===== config.mk =====
export PLATFORM = sky130hd
export DESIGN_NAME = acl_entry_top
export DESIGN_NICKNAME = d
export VERILOG_FILES = /design/src/acl_pkg.sv /design/src/acl_axil_slave.sv /design/src/acl_match.sv /design/src/acl_entry_top.sv
export VERILOG_INCLUDE_DIRS = /design/src
export SDC_FILE = /design/constraint.sdc
export NUM_CORES = 1
export LEC_CHECK = 0
export ABC_AREA = 1
export BUFFER_PORTS_ARGS = -buffer_cell sky130_fd_sc_hd__clkbuf_2
export CAP_MARGIN = 20
export CELL_PAD_IN_SITES_DETAIL_PLACEMENT = 0
export CELL_PAD_IN_SITES_GLOBAL_PLACEMENT = 2
export CORE_MARGIN = 2
export CORE_UTILIZATION = 36
export DETAILED_ROUTE_END_ITERATION = 8
export MAX_ROUTING_LAYER = met4
export PLACE_DENSITY_LB_ADDON = 0.1
export SLEW_MARGIN = 20
export SYNTH_ARGS = -nofsm -noshare
export SYNTH_HDL_FRONTEND = slang
export SYNTH_SLANG_ARGS = --single-unit

===== constraint.sdc =====
create_clock -name i_clk -period 13.65 [get_ports i_clk]
set_clock_uncertainty 0.2 [all_clocks]
set_input_delay 1.365 -clock i_clk [delete_from_list [all_inputs] [get_ports i_clk]]
set_output_delay 1.365 -clock i_clk [all_outputs]
set_load 0.005 [all_outputs]

===== src/acl_consts.svh =====
// Register offsets, field positions, reset values and protocol codes of the entry
`ifndef ACL_CONSTS_SVH
`define ACL_CONSTS_SVH

`define ACL_OFF_CTRL 8'h00
`define ACL_OFF_DST_MODE 8'h04
`define ACL_OFF_DST_ADDR 8'h08
`define ACL_OFF_DST_MASK 8'h0c
`define ACL_OFF_V6_CFG 8'h10
`define ACL_OFF_SIP6_ADDR 8'h14
`define ACL_OFF_SIP6_MASK 8'h18
`define ACL_OFF_ICMP 8'h1c
`define ACL_OFF_STATUS 8'h20
`define ACL_OFF_HIT_CNT 8'h24

`define ACL_WMASK_CTRL 32'h0000_0003
`define ACL_WMASK_DST_MODE 32'h0000_0003
`define ACL_WMASK_V6_CFG 32'h0007_ff07
`define ACL_WMASK_ICMP 32'hff01_ff01
`define ACL_WMASK_ALL 32'hffff_ffff

`define ACL_RST_WORD 32'h0000_0000

`define ACL_CTRL_FT_LSB 0
`define ACL_V6_NH_MODE_LSB 0
`define ACL_V6_NH_VAL_LSB 8
`define ACL_V6_SRC_SPEC_BIT 16
`define ACL_V6_HOP_LSB 17
`define ACL_ICMP_TYPE_SPEC_BIT 0
`define ACL_ICMP_TYPE_LSB 8
`define ACL_ICMP_CODE_SPEC_BIT 16
`define ACL_ICMP_CODE_LSB 24

`define ACL_PROTO_ICMPV6 8'h3a
`define ACL_PROTO_UDP 8'h11
`define ACL_PROTO_TCP 8'h06

`define ACL_RESP_OKAY 2'h0
`define ACL_RESP_SLVERR 2'h2

`endif


===== src/acl_pkg.sv =====
// Types shared by the access control entry design
package acl_pkg;

  typedef enum logic [1:0] {ACL_FT_ANY, ACL_FT_IPV4, ACL_FT_IPV6} acl_frame_sel_type;
  typedef enum logic [1:0] {ACL_DST_ANY, ACL_DST_HOST, ACL_DST_NET} acl_dst_mode_type;
  typedef enum logic [2:0] {
    ACL_NH_ANY, ACL_NH_SPECIFIC, ACL_NH_ICMP, ACL_NH_UDP, ACL_NH_TCP
  } acl_nh_mode_type;
  typedef enum logic [1:0] {ACL_HOP_ANY, ACL_HOP_ZERO, ACL_HOP_NONZERO} acl_hop_mode_type;

  typedef struct packed {
    logic aw_held;
    logic w_held;
    logic awready;
    logic wready;
    logic arready;
    logic bvalid;
    logic [1:0] bresp;
    logic rvalid;
    logic [1:0] rresp;
    logic [31:0] rdata;
    logic wr_en;
    logic [31:0] wdata;
    logic [3:0] wstrb;
  } acl_axil_state_type;

endpackage


===== src/acl_axil_slave.sv =====
// AXI4-Lite slave front end: one write and one read in flight
`timescale 1ns/10ps
`include "acl_consts.svh"

module acl_axil_slave import acl_pkg::*; #(
  parameter int ADDR_W = 8
) (
  input wire logic i_clk,
  input wire logic i_rst_n,
  input wire logic [ADDR_W-1:0] i_awaddr,
  input wire logic i_awvalid,
  output logic o_awready,
  input wire logic [31:0] i_wdata,
  input wire logic [3:0] i_wstrb,
  input wire logic i_wvalid,
  output logic o_wready,
  output logic [1:0] o_bresp,
  output logic o_bvalid,
  input wire logic i_bready,
  input wire logic i_arvalid,
  output logic o_arready,
  output logic [31:0] o_rdata,
  output logic [1:0] o_rresp,
  output logic o_rvalid,
  input wire logic i_rready,
  input wire logic [31:0] i_rd_data,
  input wire logic i_rd_ok,
  input wire logic i_wr_ok,
  output logic [ADDR_W-1:0] o_wr_addr,
  output logic [31:0] o_wr_data,
  output logic [3:0] o_wr_strb,
  output logic o_wr_en
);

  acl_axil_state_type state_ff;
  acl_axil_state_type nxt_state;
  logic [ADDR_W-1:0] waddr_ff;
  logic [ADDR_W-1:0] nxt_waddr;

  ////////////////////////////////////////////////////////////////////////////
  always_comb begin
    nxt_state = state_ff;
    nxt_waddr = waddr_ff;
    nxt_state.wr_en = 1'b0;
    if (i_awvalid && state_ff.awready) begin
      nxt_state.aw_held = 1'b1;
      nxt_waddr = i_awaddr;
    end
    if (i_wvalid && state_ff.wready) begin
      nxt_state.w_held = 1'b1;
      nxt_state.wdata = i_wdata;
      nxt_state.wstrb = i_wstrb;
    end
    // Address and data may arrive in either order
    if (state_ff.aw_held && state_ff.w_held && !state_ff.bvalid) begin
      nxt_state.wr_en = 1'b1;
      nxt_state.bvalid = 1'b1;
      nxt_state.bresp = i_wr_ok ? `ACL_RESP_OKAY : `ACL_RESP_SLVERR;
      nxt_state.aw_held = 1'b0;
      nxt_state.w_held = 1'b0;
    end
    if (state_ff.bvalid && i_bready) begin
      nxt_state.bvalid = 1'b0;
    end
    if (i_arvalid && state_ff.arready) begin
      nxt_state.rvalid = 1'b1;
      nxt_state.rdata = i_rd_data;
      nxt_state.rresp = i_rd_ok ? `ACL_RESP_OKAY : `ACL_RESP_SLVERR;
    end else if (state_ff.rvalid && i_rready) begin
      nxt_state.rvalid = 1'b0;
    end
    // Ready is registered, so it drops while a transfer is pending
    nxt_state.awready = !nxt_state.aw_held && !nxt_state.bvalid;
    nxt_state.wready = !nxt_state.w_held && !nxt_state.bvalid;
    nxt_state.arready = !nxt_state.rvalid;
  end

  always_ff @(posedge i_clk or negedge i_rst_n) begin
    if (!i_rst_n) begin
      state_ff <= '0;
      waddr_ff <= '0;
    end else begin
      state_ff <= nxt_state;
      waddr_ff <= nxt_waddr;
    end
  end

  assign o_awready = state_ff.awready;
  assign o_wready = state_ff.wready;
  assign o_arready = state_ff.arready;
  assign o_bvalid = state_ff.bvalid;
  assign o_bresp = state_ff.bresp;
  assign o_rvalid = state_ff.rvalid;
  assign o_rresp = state_ff.rresp;
  assign o_rdata = state_ff.rdata;
  assign o_wr_en = state_ff.wr_en;
  assign o_wr_addr = waddr_ff;
  assign o_wr_data = state_ff.wdata;
  assign o_wr_strb = state_ff.wstrb;

endmodule // acl_axil_slave


===== src/acl_match.sv =====
// Combinational criterion compare for one access control entry
`timescale 1ns/10ps
`include "acl_consts.svh"

module acl_match import acl_pkg::*; (
  input wire logic [1:0] i_frame_sel,
  input wire logic [1:0] i_dst_mode,
  input wire logic [31:0] i_dst_addr,
  input wire logic [31:0] i_dst_mask,
  input wire logic [2:0] i_nh_mode,
  input wire logic [7:0] i_nh_value,
  input wire logic i_src_spec,
  input wire logic [31:0] i_src_addr,
  input wire logic [31:0] i_src_mask,
  input wire logic [1:0] i_hop_mode,
  input wire logic i_type_spec,
  input wire logic [7:0] i_type_value,
  input wire logic i_code_spec,
  input wire logic [7:0] i_code_value,
  input wire logic i_is_ipv4,
  input wire logic i_is_ipv6,
  input wire logic i_has_icmp,
  input wire logic [31:0] i_dst_ip,
  input wire logic [7:0] i_next_header,
  input wire logic [31:0] i_src_v6_low,
  input wire logic [7:0] i_hop_limit,
  input wire logic [7:0] i_icmp_type,
  input wire logic [7:0] i_icmp_code,
  output logic o_match
);

  logic ft_ok;
  logic dst_ok;
  logic nh_ok;
  logic src_ok;
  logic hop_ok;
  logic icmp_ok;
  logic v6_ok;

  always_comb begin
    unique case (i_frame_sel)
      ACL_FT_ANY: ft_ok = 1'b1;
      ACL_FT_IPV4: ft_ok = i_is_ipv4;
      ACL_FT_IPV6: ft_ok = i_is_ipv6;
      default: ft_ok = 1'b0;
    endcase
    unique case (i_dst_mode)
      ACL_DST_ANY: dst_ok = 1'b1;
      ACL_DST_HOST: dst_ok = (i_dst_ip == i_dst_addr);
      ACL_DST_NET: dst_ok = ((i_dst_ip & i_dst_mask) == (i_dst_addr & i_dst_mask));
      default: dst_ok = 1'b0;
    endcase
    unique case (i_nh_mode)
      ACL_NH_ANY: nh_ok = 1'b1;
      ACL_NH_SPECIFIC: nh_ok = (i_next_header == i_nh_value);
      ACL_NH_ICMP: nh_ok = (i_next_header == `ACL_PROTO_ICMPV6);
      ACL_NH_UDP: nh_ok = (i_next_header == `ACL_PROTO_UDP);
      ACL_NH_TCP: nh_ok = (i_next_header == `ACL_PROTO_TCP);
      default: nh_ok = 1'b0;
    endcase
    // Only the low word of the source address is ever compared
    src_ok = !i_src_spec
      || ((i_src_v6_low & i_src_mask) == (i_src_addr & i_src_mask));
    unique case (i_hop_mode)
      ACL_HOP_ANY: hop_ok = 1'b1;
      ACL_HOP_ZERO: hop_ok = (i_hop_limit == 8'h00);
      ACL_HOP_NONZERO: hop_ok = (i_hop_limit != 8'h00);
      default: hop_ok = 1'b0;
    endcase
    // A frame with no ICMP header fails any specific ICMP test
    icmp_ok = (!i_type_spec || (i_has_icmp && i_icmp_type == i_type_value))
      && (!i_code_spec || (i_has_icmp && i_icmp_code == i_code_value));
    // IPv4 and IPv6 criteria apply only under their own frame type
    v6_ok = (i_frame_sel != ACL_FT_IPV6) || (nh_ok && src_ok && hop_ok);
    o_match = ft_ok && v6_ok && icmp_ok
      && ((i_frame_sel != ACL_FT_IPV4) || dst_ok);
  end

endmodule // acl_match


===== src/acl_entry_top.sv =====
// Access control entry: register file, criterion match and hit output
//
// Decided for this implementation: the address map and the AXI4-Lite register port.
`timescale 1ns/10ps
`include "acl_consts.svh"

module acl_entry_top import acl_pkg::*; #(
  parameter int ADDR_W = 8
) (
  input wire logic i_clk,
  input wire logic i_reset_n,
  input wire logic [ADDR_W-1:0] i_s_axil_awaddr,
  input wire logic i_s_axil_awvalid,
  output logic o_s_axil_awready,
  input wire logic [31:0] i_s_axil_wdata,
  input wire logic [3:0] i_s_axil_wstrb,
  input wire logic i_s_axil_wvalid,
  output logic o_s_axil_wready,
  output logic [1:0] o_s_axil_bresp,
  output logic o_s_axil_bvalid,
  input wire logic i_s_axil_bready,
  input wire logic [ADDR_W-1:0] i_s_axil_araddr,
  input wire logic i_s_axil_arvalid,
  output logic o_s_axil_arready,
  output logic [31:0] o_s_axil_rdata,
  output logic [1:0] o_s_axil_rresp,
  output logic o_s_axil_rvalid,
  input wire logic i_s_axil_rready,
  input wire logic i_hdr_valid,
  input wire logic i_is_ipv4,
  input wire logic i_is_ipv6,
  input wire logic i_has_icmp,
  input wire logic [31:0] i_dst_ip,
  input wire logic [7:0] i_next_header,
  input wire logic [31:0] i_src_v6_low,
  input wire logic [7:0] i_hop_limit,
  input wire logic [7:0] i_icmp_type,
  input wire logic [7:0] i_icmp_code,
  output logic o_hit,
  output logic o_hit_valid
);

  if (ADDR_W < 8 || ADDR_W > 32) begin : g_addr_check
    $error("ADDR_W must lie between 8 and 32");
  end

  typedef struct packed {
    logic [31:0] ctrl;
    logic [31:0] dst_mode;
    logic [31:0] dst_addr;
    logic [31:0] dst_mask;
    logic [31:0] v6_cfg;
    logic [31:0] src_addr;
    logic [31:0] src_mask;
    logic [31:0] icmp;
    logic [31:0] hit_cnt;
    logic hit;
    logic hit_valid;
  } acl_top_state_type;

  acl_top_state_type state_ff;
  acl_top_state_type nxt_state;
  logic [1:0] rst_sync_ff;
  logic rst_n;
  logic wr_en;
  logic [ADDR_W-1:0] wr_addr;
  logic [31:0] wr_data;
  logic [3:0] wr_strb;
  logic wr_ok;
  logic rd_ok;
  logic [31:0] rd_data;
  logic match;

  ////////////////////////////////////////////////////////////////////////////
  // Reset release through two flops to avoid a metastable release edge
  always_ff @(posedge i_clk or negedge i_reset_n) begin
    if (!i_reset_n) begin
      rst_sync_ff <= 2'h0;
    end else begin
      rst_sync_ff <= {rst_sync_ff[0], 1'b1};
    end
  end
  assign rst_n = rst_sync_ff[1];

  function automatic logic [31:0] merge(input logic [31:0] old, input logic [31:0] data,
                                        input logic [3:0] strb, input logic [31:0] wmask);
    logic [31:0] res;
    res = old;
    for (int b = 0; b < 4; b++) begin
      if (strb[b]) begin
        res[b*8 +: 8] = data[b*8 +: 8];
      end
    end
    return res & wmask;
  endfunction

  function automatic logic is_mapped(input logic [ADDR_W-1:0] a);
    return a == ADDR_W'(`ACL_OFF_CTRL) || a == ADDR_W'(`ACL_OFF_DST_MODE)
      || a == ADDR_W'(`ACL_OFF_DST_ADDR) || a == ADDR_W'(`ACL_OFF_DST_MASK)
      || a == ADDR_W'(`ACL_OFF_V6_CFG) || a == ADDR_W'(`ACL_OFF_SIP6_ADDR)
      || a == ADDR_W'(`ACL_OFF_SIP6_MASK) || a == ADDR_W'(`ACL_OFF_ICMP)
      || a == ADDR_W'(`ACL_OFF_STATUS) || a == ADDR_W'(`ACL_OFF_HIT_CNT);
  endfunction

  ////////////////////////////////////////////////////////////////////////////
  acl_axil_slave #(
    .ADDR_W(ADDR_W)
  ) acl_axil_slave_inst (
    .i_clk(i_clk),
    .i_rst_n(rst_n),
    .i_awaddr(i_s_axil_awaddr),
    .i_awvalid(i_s_axil_awvalid),
    .o_awready(o_s_axil_awready),
    .i_wdata(i_s_axil_wdata),
    .i_wstrb(i_s_axil_wstrb),
    .i_wvalid(i_s_axil_wvalid),
    .o_wready(o_s_axil_wready),
    .o_bresp(o_s_axil_bresp),
    .o_bvalid(o_s_axil_bvalid),
    .i_bready(i_s_axil_bready),
    .i_arvalid(i_s_axil_arvalid),
    .o_arready(o_s_axil_arready),
    .o_rdata(o_s_axil_rdata),
    .o_rresp(o_s_axil_rresp),
    .o_rvalid(o_s_axil_rvalid),
    .i_rready(i_s_axil_rready),
    .i_rd_data(rd_data),
    .i_rd_ok(rd_ok),
    .i_wr_ok(wr_ok),
    .o_wr_addr(wr_addr),
    .o_wr_data(wr_data),
    .o_wr_strb(wr_strb),
    .o_wr_en(wr_en)
  );

  // Status is read-only and a write to hit count clears it; both writes are accepted
  assign wr_ok = is_mapped(wr_addr);
  assign rd_ok = is_mapped(i_s_axil_araddr);

  always_comb begin
    unique case (i_s_axil_araddr)
      ADDR_W'(`ACL_OFF_CTRL): rd_data = state_ff.ctrl;
      ADDR_W'(`ACL_OFF_DST_MODE): rd_data = state_ff.dst_mode;
      ADDR_W'(`ACL_OFF_DST_ADDR): rd_data = state_ff.dst_addr;
      ADDR_W'(`ACL_OFF_DST_MASK): rd_data = state_ff.dst_mask;
      ADDR_W'(`ACL_OFF_V6_CFG): rd_data = state_ff.v6_cfg;
      ADDR_W'(`ACL_OFF_SIP6_ADDR): rd_data = state_ff.src_addr;
      ADDR_W'(`ACL_OFF_SIP6_MASK): rd_data = state_ff.src_mask;
      ADDR_W'(`ACL_OFF_ICMP): rd_data = state_ff.icmp;
      ADDR_W'(`ACL_OFF_STATUS): rd_data = {30'h0, state_ff.hit_valid, state_ff.hit};
      ADDR_W'(`ACL_OFF_HIT_CNT): rd_data = state_ff.hit_cnt;
      default: rd_data = 32'h0;
    endcase
  end

  ////////////////////////////////////////////////////////////////////////////
  acl_match acl_match_inst (
    .i_frame_sel(state_ff.ctrl[`ACL_CTRL_FT_LSB +: 2]),
    .i_dst_mode(state_ff.dst_mode[1:0]),
    .i_dst_addr(state_ff.dst_addr),
    .i_dst_mask(state_ff.dst_mask),
    .i_nh_mode(state_ff.v6_cfg[`ACL_V6_NH_MODE_LSB +: 3]),
    .i_nh_value(state_ff.v6_cfg[`ACL_V6_NH_VAL_LSB +: 8]),
    .i_src_spec(state_ff.v6_cfg[`ACL_V6_SRC_SPEC_BIT]),
    .i_src_addr(state_ff.src_addr),
    .i_src_mask(state_ff.src_mask),
    .i_hop_mode(state_ff.v6_cfg[`ACL_V6_HOP_LSB +: 2]),
    .i_type_spec(state_ff.icmp[`ACL_ICMP_TYPE_SPEC_BIT]),
    .i_type_value(state_ff.icmp[`ACL_ICMP_TYPE_LSB +: 8]),
    .i_code_spec(state_ff.icmp[`ACL_ICMP_CODE_SPEC_BIT]),
    .i_code_value(state_ff.icmp[`ACL_ICMP_CODE_LSB +: 8]),
    .i_is_ipv4(i_is_ipv4),
    .i_is_ipv6(i_is_ipv6),
    .i_has_icmp(i_has_icmp),
    .i_dst_ip(i_dst_ip),
    .i_next_header(i_next_header),
    .i_src_v6_low(i_src_v6_low),
    .i_hop_limit(i_hop_limit),
    .i_icmp_type(i_icmp_type),
    .i_icmp_code(i_icmp_code),
    .o_match(match)
  );

  ////////////////////////////////////////////////////////////////////////////
  always_comb begin
    nxt_state = state_ff;
    if (wr_en) begin
      unique case (wr_addr)
        ADDR_W'(`ACL_OFF_CTRL):
          nxt_state.ctrl = merge(state_ff.ctrl, wr_data, wr_strb, `ACL_WMASK_CTRL);
        ADDR_W'(`ACL_OFF_DST_MODE):
          nxt_state.dst_mode = merge(state_ff.dst_mode, wr_data, wr_strb, `ACL_WMASK_DST_MODE);
        ADDR_W'(`ACL_OFF_DST_ADDR):
          nxt_state.dst_addr = merge(state_ff.dst_addr, wr_data, wr_strb, `ACL_WMASK_ALL);
        ADDR_W'(`ACL_OFF_DST_MASK):
          nxt_state.dst_mask = merge(state_ff.dst_mask, wr_data, wr_strb, `ACL_WMASK_ALL);
        ADDR_W'(`ACL_OFF_V6_CFG):
          nxt_state.v6_cfg = merge(state_ff.v6_cfg, wr_data, wr_strb, `ACL_WMASK_V6_CFG);
        ADDR_W'(`ACL_OFF_SIP6_ADDR):
          nxt_state.src_addr = merge(state_ff.src_addr, wr_data, wr_strb, `ACL_WMASK_ALL);
        ADDR_W'(`ACL_OFF_SIP6_MASK):
          nxt_state.src_mask = merge(state_ff.src_mask, wr_data, wr_strb, `ACL_WMASK_ALL);
        ADDR_W'(`ACL_OFF_ICMP):
          nxt_state.icmp = merge(state_ff.icmp, wr_data, wr_strb, `ACL_WMASK_ICMP);
        ADDR_W'(`ACL_OFF_HIT_CNT):
          nxt_state.hit_cnt = 32'h0;
        default: ;
      endcase
    end
    // One clock from header valid to result
    nxt_state.hit_valid = i_hdr_valid;
    nxt_state.hit = i_hdr_valid && match;
    // A hit in the clearing cycle still counts; the count wraps after 2^32 hits
    if (i_hdr_valid && match) begin
      nxt_state.hit_cnt = nxt_state.hit_cnt + 32'h1;
    end
  end

  // Reset leaves every criterion at any
  always_ff @(posedge i_clk or negedge rst_n) begin
    if (!rst_n) begin
      state_ff <= '0;
    end else begin
      state_ff <= nxt_state;
    end
  end

  assign o_hit = state_ff.hit;
  assign o_hit_valid = state_ff.hit_valid;
endmodule // acl_entry_top


### Word level (Yosys, flattened, before mapping)

Index checks and enable logic that the tools add are counted.

| operators by class | value |
|---|---|
| mux-type cells | 18 |
| $mul | 0 |
| $lt $le $gt $ge | 0 |
| add/subtract/negate cells | 1 |
| divide/modulo/power cells | 0 |
| reduce and logical (&&, ||, !) cells | 82 |
| shift operators | 0 |
| bitwise gates (word level) | 4 |
| equality and inequality tests | 39 |

Operator list:

| operator | count |
|---|---|
| 32-bit case mux with 10 select lines | 1 |
| 32-bit AND | 4 |
| 32-bit == test | 3 |
| 32-bit 2-to-1 mux | 3 |
| 3-bit AND reduction | 25 |
| 8-bit by 5-bit == test with 1-bit output (second input constant) | 9 |
| 8-bit by 6-bit == test with 1-bit output (second input constant) | 5 |
| 32-bit by 1-bit adder with 32-bit output (second input constant) | 1 |
| 8-bit by 4-bit == test with 1-bit output (second input constant) | 4 |
| 8-bit by 3-bit == test with 1-bit output (second input constant) | 3 |
| 8-bit == test | 3 |
| 8-bit logical NOT | 3 |
| 1-bit logical OR | 23 |
| 1-bit logical AND | 18 |
| 1-bit case mux with 3 select lines | 3 |
| 1-bit logical NOT | 8 |
| 8-bit nonzero test | 1 |
| 2-bit by 1-bit == test with 1-bit output (second input constant) | 3 |
| 2-bit == test (second input constant) | 3 |
| 3-bit by 2-bit == test with 1-bit output (second input constant) | 2 |
| 2-bit logical NOT | 3 |
| 1-bit 2-to-1 mux | 6 |
| 2-bit 2-to-1 mux | 3 |
| 1-bit case mux with 5 select lines | 1 |
| other kinds (6) | 6 |

| storage, ports and cells | value |
|---|---|
| bits in writable memories | 0 |
| memories | 0 |
| word-level logic and storage cells | 187 |
| input port bits | 159 |
| flip-flop bits (word level) | 288 |
| output and inout bits | 43 |
| latch bits | 0 |
| ROM bits | 0 |

### Logic depth before layout (Yosys ltp)

Gate-level depths: netlist of run 1.

| logic depth | value |
|---|---|
| depth after elaboration | 15 |
| mapped depth | 18 |
| depth with buffers taken out | 16 |

### By module

A second synthesis of run 1 with hierarchy kept.

| unflattened totals | value |
|---|---|
| cell total of the unflattened synthesis | 2057 |
| area total of the unflattened synthesis | 15630.0 sq um |

Modules (own cells, without submodules):

| module | area an instance (sq um) | times used | seq. area each (sq um) | cells each |
|---|---|---|---|---|
| acl_entry_top | 9466.6 | 1 | 5004.8 | 1146 |
| acl_axil_slave | 3981.3 | 1 | 2152.1 | 441 |
| acl_match | 2182.1 | 1 | 0.0 | 470 |

### Worst setup path before layout of run 1

Ideal clock, no wire load.

| path | value |
|---|---|
| kind | input to register |
| start | input port i_dst_ip[14] |
| end | register state_ff[6] (netlist name) |
| path buffers | 1 |
| data required time | 13333 ps |
| slack | 10729 ps |
| arrival | 2605 ps |
| library setup time | 117 ps |
| cell stages on the path | 14 |
| cell sequence | or2_1 nand2_1 nand2_1 nor2_1 nand2_1 nor2_1 nand2_1 a21oi_1 nor2_1 nor2_2 nand2_4 buf_6 nand2_1 nand2_1 |

RTL lines:

| what | RTL line | RTL |
|---|---|---|
| start: declaration | acl_entry_top.sv:33 | `input wire logic [31:0] i_dst_ip,` |
| end signal: assignment | acl_entry_top.sv:224 | `state_ff <= nxt_state;` |
| end: declaration | acl_entry_top.sv:61 | `acl_top_state_type state_ff;` |

==> impl_results.md, run 1 <==
* Fin Hold WS at 0.1503 ns
* Io pins at 202
* Area growth syn-to-layout at 14.79%
* Final Hold Violating Endpoints at 0
* Fin. max-slew vios at 0
* M1 WL at 26870 µm
* Critical path buffers and inverters at 1
* Starting Density at 36.54%
* Slew @ Worst Pin at 0.9994 ns
* Slew HR at 33.13%
* Via density at 5.078
* GRT overflow at 0
* Post-route ant nets at 0
* DRT Pass-1 Iters at 5
* Critical path arrival at 4.17 ns
* Die width at 210.6 µm
* DIE AREA at 44340 µm²
* Worst hold path type: register to register
* Detailed Route Iter0 Violations at 1011
* Leak at 0.009062 µW
* Met3 wire len at 2537 µm
* Layout cell share with drive strength beyond 1 at 12.44%
* WL final at 58030 µm
* CP startpoint kind: primary input
* Tcrit/Tclk final at 28.84%
* Dpl ws at 9.245 ns
* Largest net degree at the start of global routing at 155
* Setup-failing EPs final at 0
* Htree depth at 2
* Core area at 42040 µm²
* Worst-Skew Late Latency at 0.55 ns
* Top FF cell, synth: dfrtp_1
* Final Worst Setup Slack at 9.714 ns
* Setup bufs post-CTS at 0
* Fmax achieved at 0.2540 GHz
* Setup TNS at 0 ns
* N_diodes at 0
* First-pass GRT wire length at 87990 µm
* Clock-pin slew on the worst setup and hold paths at 0.06 ns
* Top cell family by delay on the critical path: simple AND/OR/NAND/NOR gates
* Inserted Clock Buffers at 36
* Post_cts resized at 0
* Antenna violations before repair at 0
* CP Capture Type: register
* DR vias at 14410
* Tmin final at 3.936 ns
* Post-synth EDFFs at 0
* Drt drc at 0
* # nets final at 2439
* Post-Syn Instances at 2131
* Hold-fix buffers, CTS at 0
* Sequential share of the synthesized area at 46.59%
* Rows at 75
* Hpwl dp at 42650 µm
* Per-cell routed wire length at 20.45 µm
* Cell area after synthesis at 15360 µm²
* Max Cap Violations at 0
* Average size of a mapped cell at 7.209 µm²
* Crit Path Category: primary input to register
* Routability-driven placement congestion ratio at 0.8663
* Worst path slowest cell: nor2_4
* Bufs on Longest Clock Path at 3
* Asr flop ratio synth at 100.0%
* CP peak stage delay at 0.71 ns
* Crit Path Max Fanout at 33
* Pwr per Cell Area at 147.9 nW/µm²
* Worst Path Required at 13.88 ns
* Syn. warnings at 0
* CTS tree: done
* GRT Util Overall at 27.54%
* Met2 routed WL at 27420 µm
* Root Buffer: clkbuf_16
* Sink Count at 286
* Max VDD drop at 105.0 µV
* Seq cells post-synth at 286
* Status: completed
* RSZ-0062 raised after global routing: false
* CP cell instances: clkbuf_2, xnor2_1, nor2_1, nor2_1, nand2_1, nor2_1, nand3_1, nand2_1, nor2_1, nor2_4, nand2_4, nand2_1, nand2_1
* Post-synth cell types at 41
* Top layer in use: met4
* Buffers on Ports at 199
* Vias in the first global route at 14090
* Die Y at 210.6 µm
==> metal layers <==
layer	up-vias	track usage [%]
li1	7042	-
met1	6936	37.27
met2	366	44.42
met3	66	3.039
met4	0	6.824
met5	-	-
==> state kept, by name, indices dropped and copies added (netlist names), 2 cells and up <==
signal                         flops
state_ff                         196
acl_axil_slave_inst.o_wr_addr      8
rst_sync_ff                        2
acl_axil_slave_inst.o_wr_strb      4
acl_axil_slave_inst.state_ff       2
acl_axil_slave_inst.o_rdata       32
acl_axil_slave_inst.o_wr_data     32
==> cells in the mapped netlist (5+ instances only) <==
master	number	area [µm²]
nor2_1	126	473.0
o22ai_1	16	100.1
nor2_2	6	37.54
buf_6	5	56.30
dfrtp_1	286	7157
o21ai_0	246	1231
o211ai_1	8	60.06
a31oi_1	6	37.54
xnor2_1	8	70.07
nand3_1	181	905.9
buf_4	40	300.3
nand4_1	6	37.54
a211oi_1	5	37.54
xor2_1	19	166.4
o221ai_1	5	43.79
inv_1	246	923.4
buf_2	16	80.08
nor3_1	7	35.03
clkbuf_1	37	138.9
o2111ai_1	8	70.07
a21o_1	5	37.54
a21oi_1	22	110.1
a221oi_1	5	43.79
nand2_1	790	2965
==> power breakdown <==
group | total (µW) | switching, µW | internal (µW)
sequential | 1140 | 129 | 1010
clock | 901 | 385 | 516
combinational | 567 | 400 | 167
total | 2610 | 915 | 1690
==> area by class of cell <==
type | instances | area, µm²
sequential | 286 | 7161
clock buffer | 48 | 1006
inverter | 251 | 942.2
tap | 539 | 674.4
fill | 4479 | 24410
clock inverter | 10 | 70.07
multi-input combinational | 1497 | 6713
timing repair buffer | 207 | 1069
==> metrics by stage <==
stage	cells	cell area [µm²]	power [µW]	util, %
global route	2838	17630	2759	41.95
CTS	2838	17630	2633	41.95
finish	2838	17630	2608	41.95
global placement	2780	16560	1714	39.38
detailed placement	2780	16560	1723	39.39
floorplan	2132	15370	1495	-
==> cells by family after synthesis <==
logic type | Yosys count | share of synthesized area (%)
xor+xnor | 27 | 1.539
other cells | 2 | 0.04889
buf+inv | 349 | 9.879
fa+ha+maj | 1 | 0.08143
compound gates | 332 | 11.86
simple gates | 1134 | 30.00
flops | 286 | 46.59
==> layout by cell type, fill, tap and decap left out, types with 6 or more instances in the layout <==
cell       Yosys  layout
o22ai_1       16      16
nor2_2         6       7
nor3_1         7       7
o21ai_0      246     246
o211ai_1       8       8
buf_4         40       7
nand3_1      181     181
nand4_1        6       6
clkbuf_16      0      36
a21oi_1       22      22
nor2_1       126     124
xor2_1        19      19
clkbuf_1      37       6
inv_1        246     245
xnor2_1        8       8
clkbuf_8       0       6
o2111ai_1      8       8
clkbuf_2       0     199
clkinv_2       0       6
dfrtp_1      286     285
nand2_1      790     788
==> final timing paths <==
path	startpoint	end	slack, ns	cells after the start
max reg2reg	acl_axil_slave_inst.o_wr_addr[4]$_DFFE_PN0P_	state_ff[28]$_DFF_PN0_	10.04	17
min	rst_sync_ff[0]$_DFF_PN0_	rst_sync_ff[1]$_DFF_PN0_	0.15	0
max	i_dst_ip[13]	state_ff[25]$_DFF_PN0_	9.71	13
max in group asynchronous	rst_sync_ff[1]$_DFF_PN0_	state_ff[106]$_DFFE_PN0P_	11.50	1
min reg2reg	rst_sync_ff[0]$_DFF_PN0_	rst_sync_ff[1]$_DFF_PN0_	0.15	0
min in group asynchronous	rst_sync_ff[1]$_DFF_PN0_	state_ff[218]$_DFFE_PN0P_	0.27	0
Power figures use the tool's default switching activity.
==> run 2, diff against run 1 <==
- CORE_UTILIZATION: 36 -> 30
- clock period: 13.65 -> 3.2 ns (I/O delays scaled with it)
==> run 2 against run 1 <==
  * Core utilization down 4.7 points
  * Critical path depth up 3
  * Die area is 20% higher
  * Sequential cell count did not move
  * Via count increased by 2.6%
  * Power grew to 4.5 times the previous value
  * Largest power group unchanged
==> impl_results.md, run 2 (synthesis results as in run 1) <==
* Detailed Route Iter0 Violations at 1027 (+1.6%)
* Crit Path Max Fanout at 5 (-85%)
* Per-cell routed wire length at 20.50 µm (+0.25%)
* Clock power share at 36.2% (+1.6 points)
* Pwr per Cell Area at 620.9 nW/µm² (+320%)
* Bufs on Longest Clock Path at 3 (unchanged)
* Crit Path Category: register to register
* Setup-failing EPs final at 0 (unchanged)
* Critical path arrival at 3.08 ns (-1.09 ns)
* Post_cts resized at 0 (unchanged)
* Fmax achieved at 0.3529 GHz
* Min-delay src: i_s_axil_araddr[4]
* Internal power at 7630 µW (+350%)
* Io pins at 202 (unchanged)
* Drt drc at 0 (unchanged)
* First-pass GRT wire length at 93670 µm (+6.5%)
* Worst hold path type: primary input to register
* Sink Count at 286 (unchanged)
* Final Worst Setup Slack at 0.3666 ns (-9.347 ns)
* Commonest cells after routing, fill and taps aside: nand2_1 (789), dfrtp_1 (285), inv_1 (246), o21ai_0 (246), clkbuf_2 (199)
* Tmin final at 2.833 ns
* Setup bufs post-CTS at 0 (unchanged)
* GRT Util Overall at 24.68% (-2.9 points)
* Hold Path Stages at 6 (+6)
* Max Cap Violations at 0 (unchanged)
* Clock-pin slew on the worst setup and hold paths at 0.06 ns (about the same)
* Vias in the first global route at 14534 (+3.2%)
* Max reg flops at 196 (unchanged)
* RSZ-0062 raised after global routing: false
* Total design power at 11660 µW (+350%)
* Htree depth at 2 (unchanged)
* Inserted Clock Buffers at 38 (+5.6%)
* Status: completed
* Dpl ws at 0.3659 ns (-8.879 ns)
* CP Capture Type: register
* Routability-driven placement congestion ratio at 0.9064 (+4.6%)
* Layout cell share with drive strength beyond 1 at 13.30% (+0.86 points)
* Die Y at 230.3 µm (+9.4%)
* Psw at 4030 µW (+340%)
* Non-filler cells, final at 3074 (+8.3%)
* Slew HR at 50.76% (+18 points)
* DIE AREA at 53030 µm² (+20%)
* Sw Share at 34.56% (-0.53 points)
* Gate power share at 22.3% (+0.6 points)
* Fin Hold WS at 0.1179 ns (-0.03232 ns)
* Max VDD drop at 440.1 µV (+320%)
* GRT overflow at 0 (unchanged)
* DRT Pass-1 Iters at 5 (unchanged)
* Slew @ Worst Pin at 0.7368 ns (-0.2625 ns)
* Starting Density at 30.50% (-6.0 points)
* Antenna violations before repair at 4 (+4)
* CP startpoint kind: register
* Tcrit/Tclk final at 88.54%
* Worst-Skew Late Latency at 0.55 ns (about the same)
* FF-to-FF Start: acl_axil_slave_inst.o_wr_addr[4]$_DFFE_PN0P_
* Worst Path Required at 3.45 ns (-10.43 ns)
* Via density at 4.808 (-5.3%)
* R2r endpoint: state_ff[28]$_DFF_PN0_
* DR vias at 14780 (+2.6%)
* Leak at 0.009539 µW (+5.3%)
* Cell depth of the worst flop-to-flop path at 16 (-1)
* R2r setup slk at 0.37 ns (-9.67 ns)
* Fillcell total at 5396 (+20%)
* Largest net degree at the start of global routing at 96 (-38%)
* Rows at 82 (+9.3%)
* Root Buffer: clkbuf_16
* Buffers on Ports at 199 (unchanged)
* Area growth syn-to-layout at 22.24%
* Leading cell type in the layout, fill and taps excluded: nand2_1
* Setup TNS at 0 ns (unchanged)
* Die width at 230.3 µm (+9.4%)
* Placed Instances at 2949 (+6.1%)
* # nets final at 2531 (+3.8%)
* Reg with most FFs: state_ff
* Post-route ant nets at 0 (unchanged)
* Core area at 50380 µm² (+20%)
* Final Hold Violating Endpoints at 0 (unchanged)
* Hold Path Sink: acl_axil_slave_inst.o_rdata[1]$_DFFE_PN0P_
* CTS tree: done
* Hpwl dp at 47420 µm (+11%)
* Fin. max-slew vios at 0 (unchanged)
* WL final at 63020 µm (+8.6%)
* Flop pwr share at 41.5% (-2.2 points)
## run 2: through the flow
stage               util, %  cell area, µm²
global placement      33.80           17030
global route          37.27           18780
detailed placement    33.80           17030
finish                37.28           18780
floorplan                 -           15370
CTS                   37.26           18770
## run 2: final cells by class
type	count	area (µm²)	area share [%]
flip-flops and latches	286	7161	38.13
multi-input cells	1497	6694	35.65
repair buffers	297	1929	10.27
clock buffers	61	1139	6.063
inverters	251	942.2	5.017
well taps	672	840.8	4.477
clock inverters	7	66.31	0.3531
diodes	3	7.507	0.03998
## run 2: worst max-delay path by stage
stage	start	end	slack (ns)	cells past startpoint
final	acl_axil_slave_inst.o_wr_addr[4]$_DFFE_PN0P_	state_ff[28]$_DFF_PN0_	0.37	16
after CTS	state_ff[132]$_DFFE_PN0P_	state_ff[6]$_DFF_PN0_	0.37	13
after floorplan	rst_sync_ff[1]$_DFF_PN0_	acl_axil_slave_inst.o_arready$_DFF_PN0_	0.15	0
after detailed placement	acl_axil_slave_inst.o_wr_addr[4]$_DFFE_PN0P_	state_ff[28]$_DFF_PN0_	0.37	16
after global placement	acl_axil_slave_inst.o_wr_addr[4]$_DFFE_PN0P_	state_ff[28]$_DFF_PN0_	0.39	16
after global routing	acl_axil_slave_inst.o_wr_addr[4]$_DFFE_PN0P_	state_ff[28]$_DFF_PN0_	0.08	16
## run 2: power by group through the flow
| stage | Sequential, µW | Combinational, µW | Clock, µW |
|---|---|---|---|
| floorplan | 4770 | 1600 | 0 |
| global placement | 4890 | 2540 | 0 |
| detailed placement | 4900 | 2560 | 0 |
| CTS | 4840 | 2660 | 4320 |
| global route | 4940 | 3000 | 4450 |
| finish | 4840 | 2600 | 4220 |
## run 2: critical path, stage by stage (launching register included)
cell and delay [ns]:
dfrtp_1 0.37, inv_2 0.07, nand2_1 0.06, nor2_1 0.07, nand3_2 0.22, nand2_1 0.17
inv_1 0.16, ha_1 0.24, nand2_1 0.07, nor2_1 0.39, nand2_1 0.22, nor2_2 0.18
nand2_1 0.07, nand2_1 0.06, nand2_1 0.04, nand3_1 0.07, nand2_1 0.05
## run 2: repair_timing
item,CTS,global route
endpoints found under the hold margin,59,0
hold buffers,54,0
endpoints found under the setup margin,0,0
## run 2: layer usage
layer	part of all wire (%)	GRT usage (%)
met1	47	32.93
met5	0	-
met4	3.5	9.194
met2	45	37.63
met3	5.1	4.067
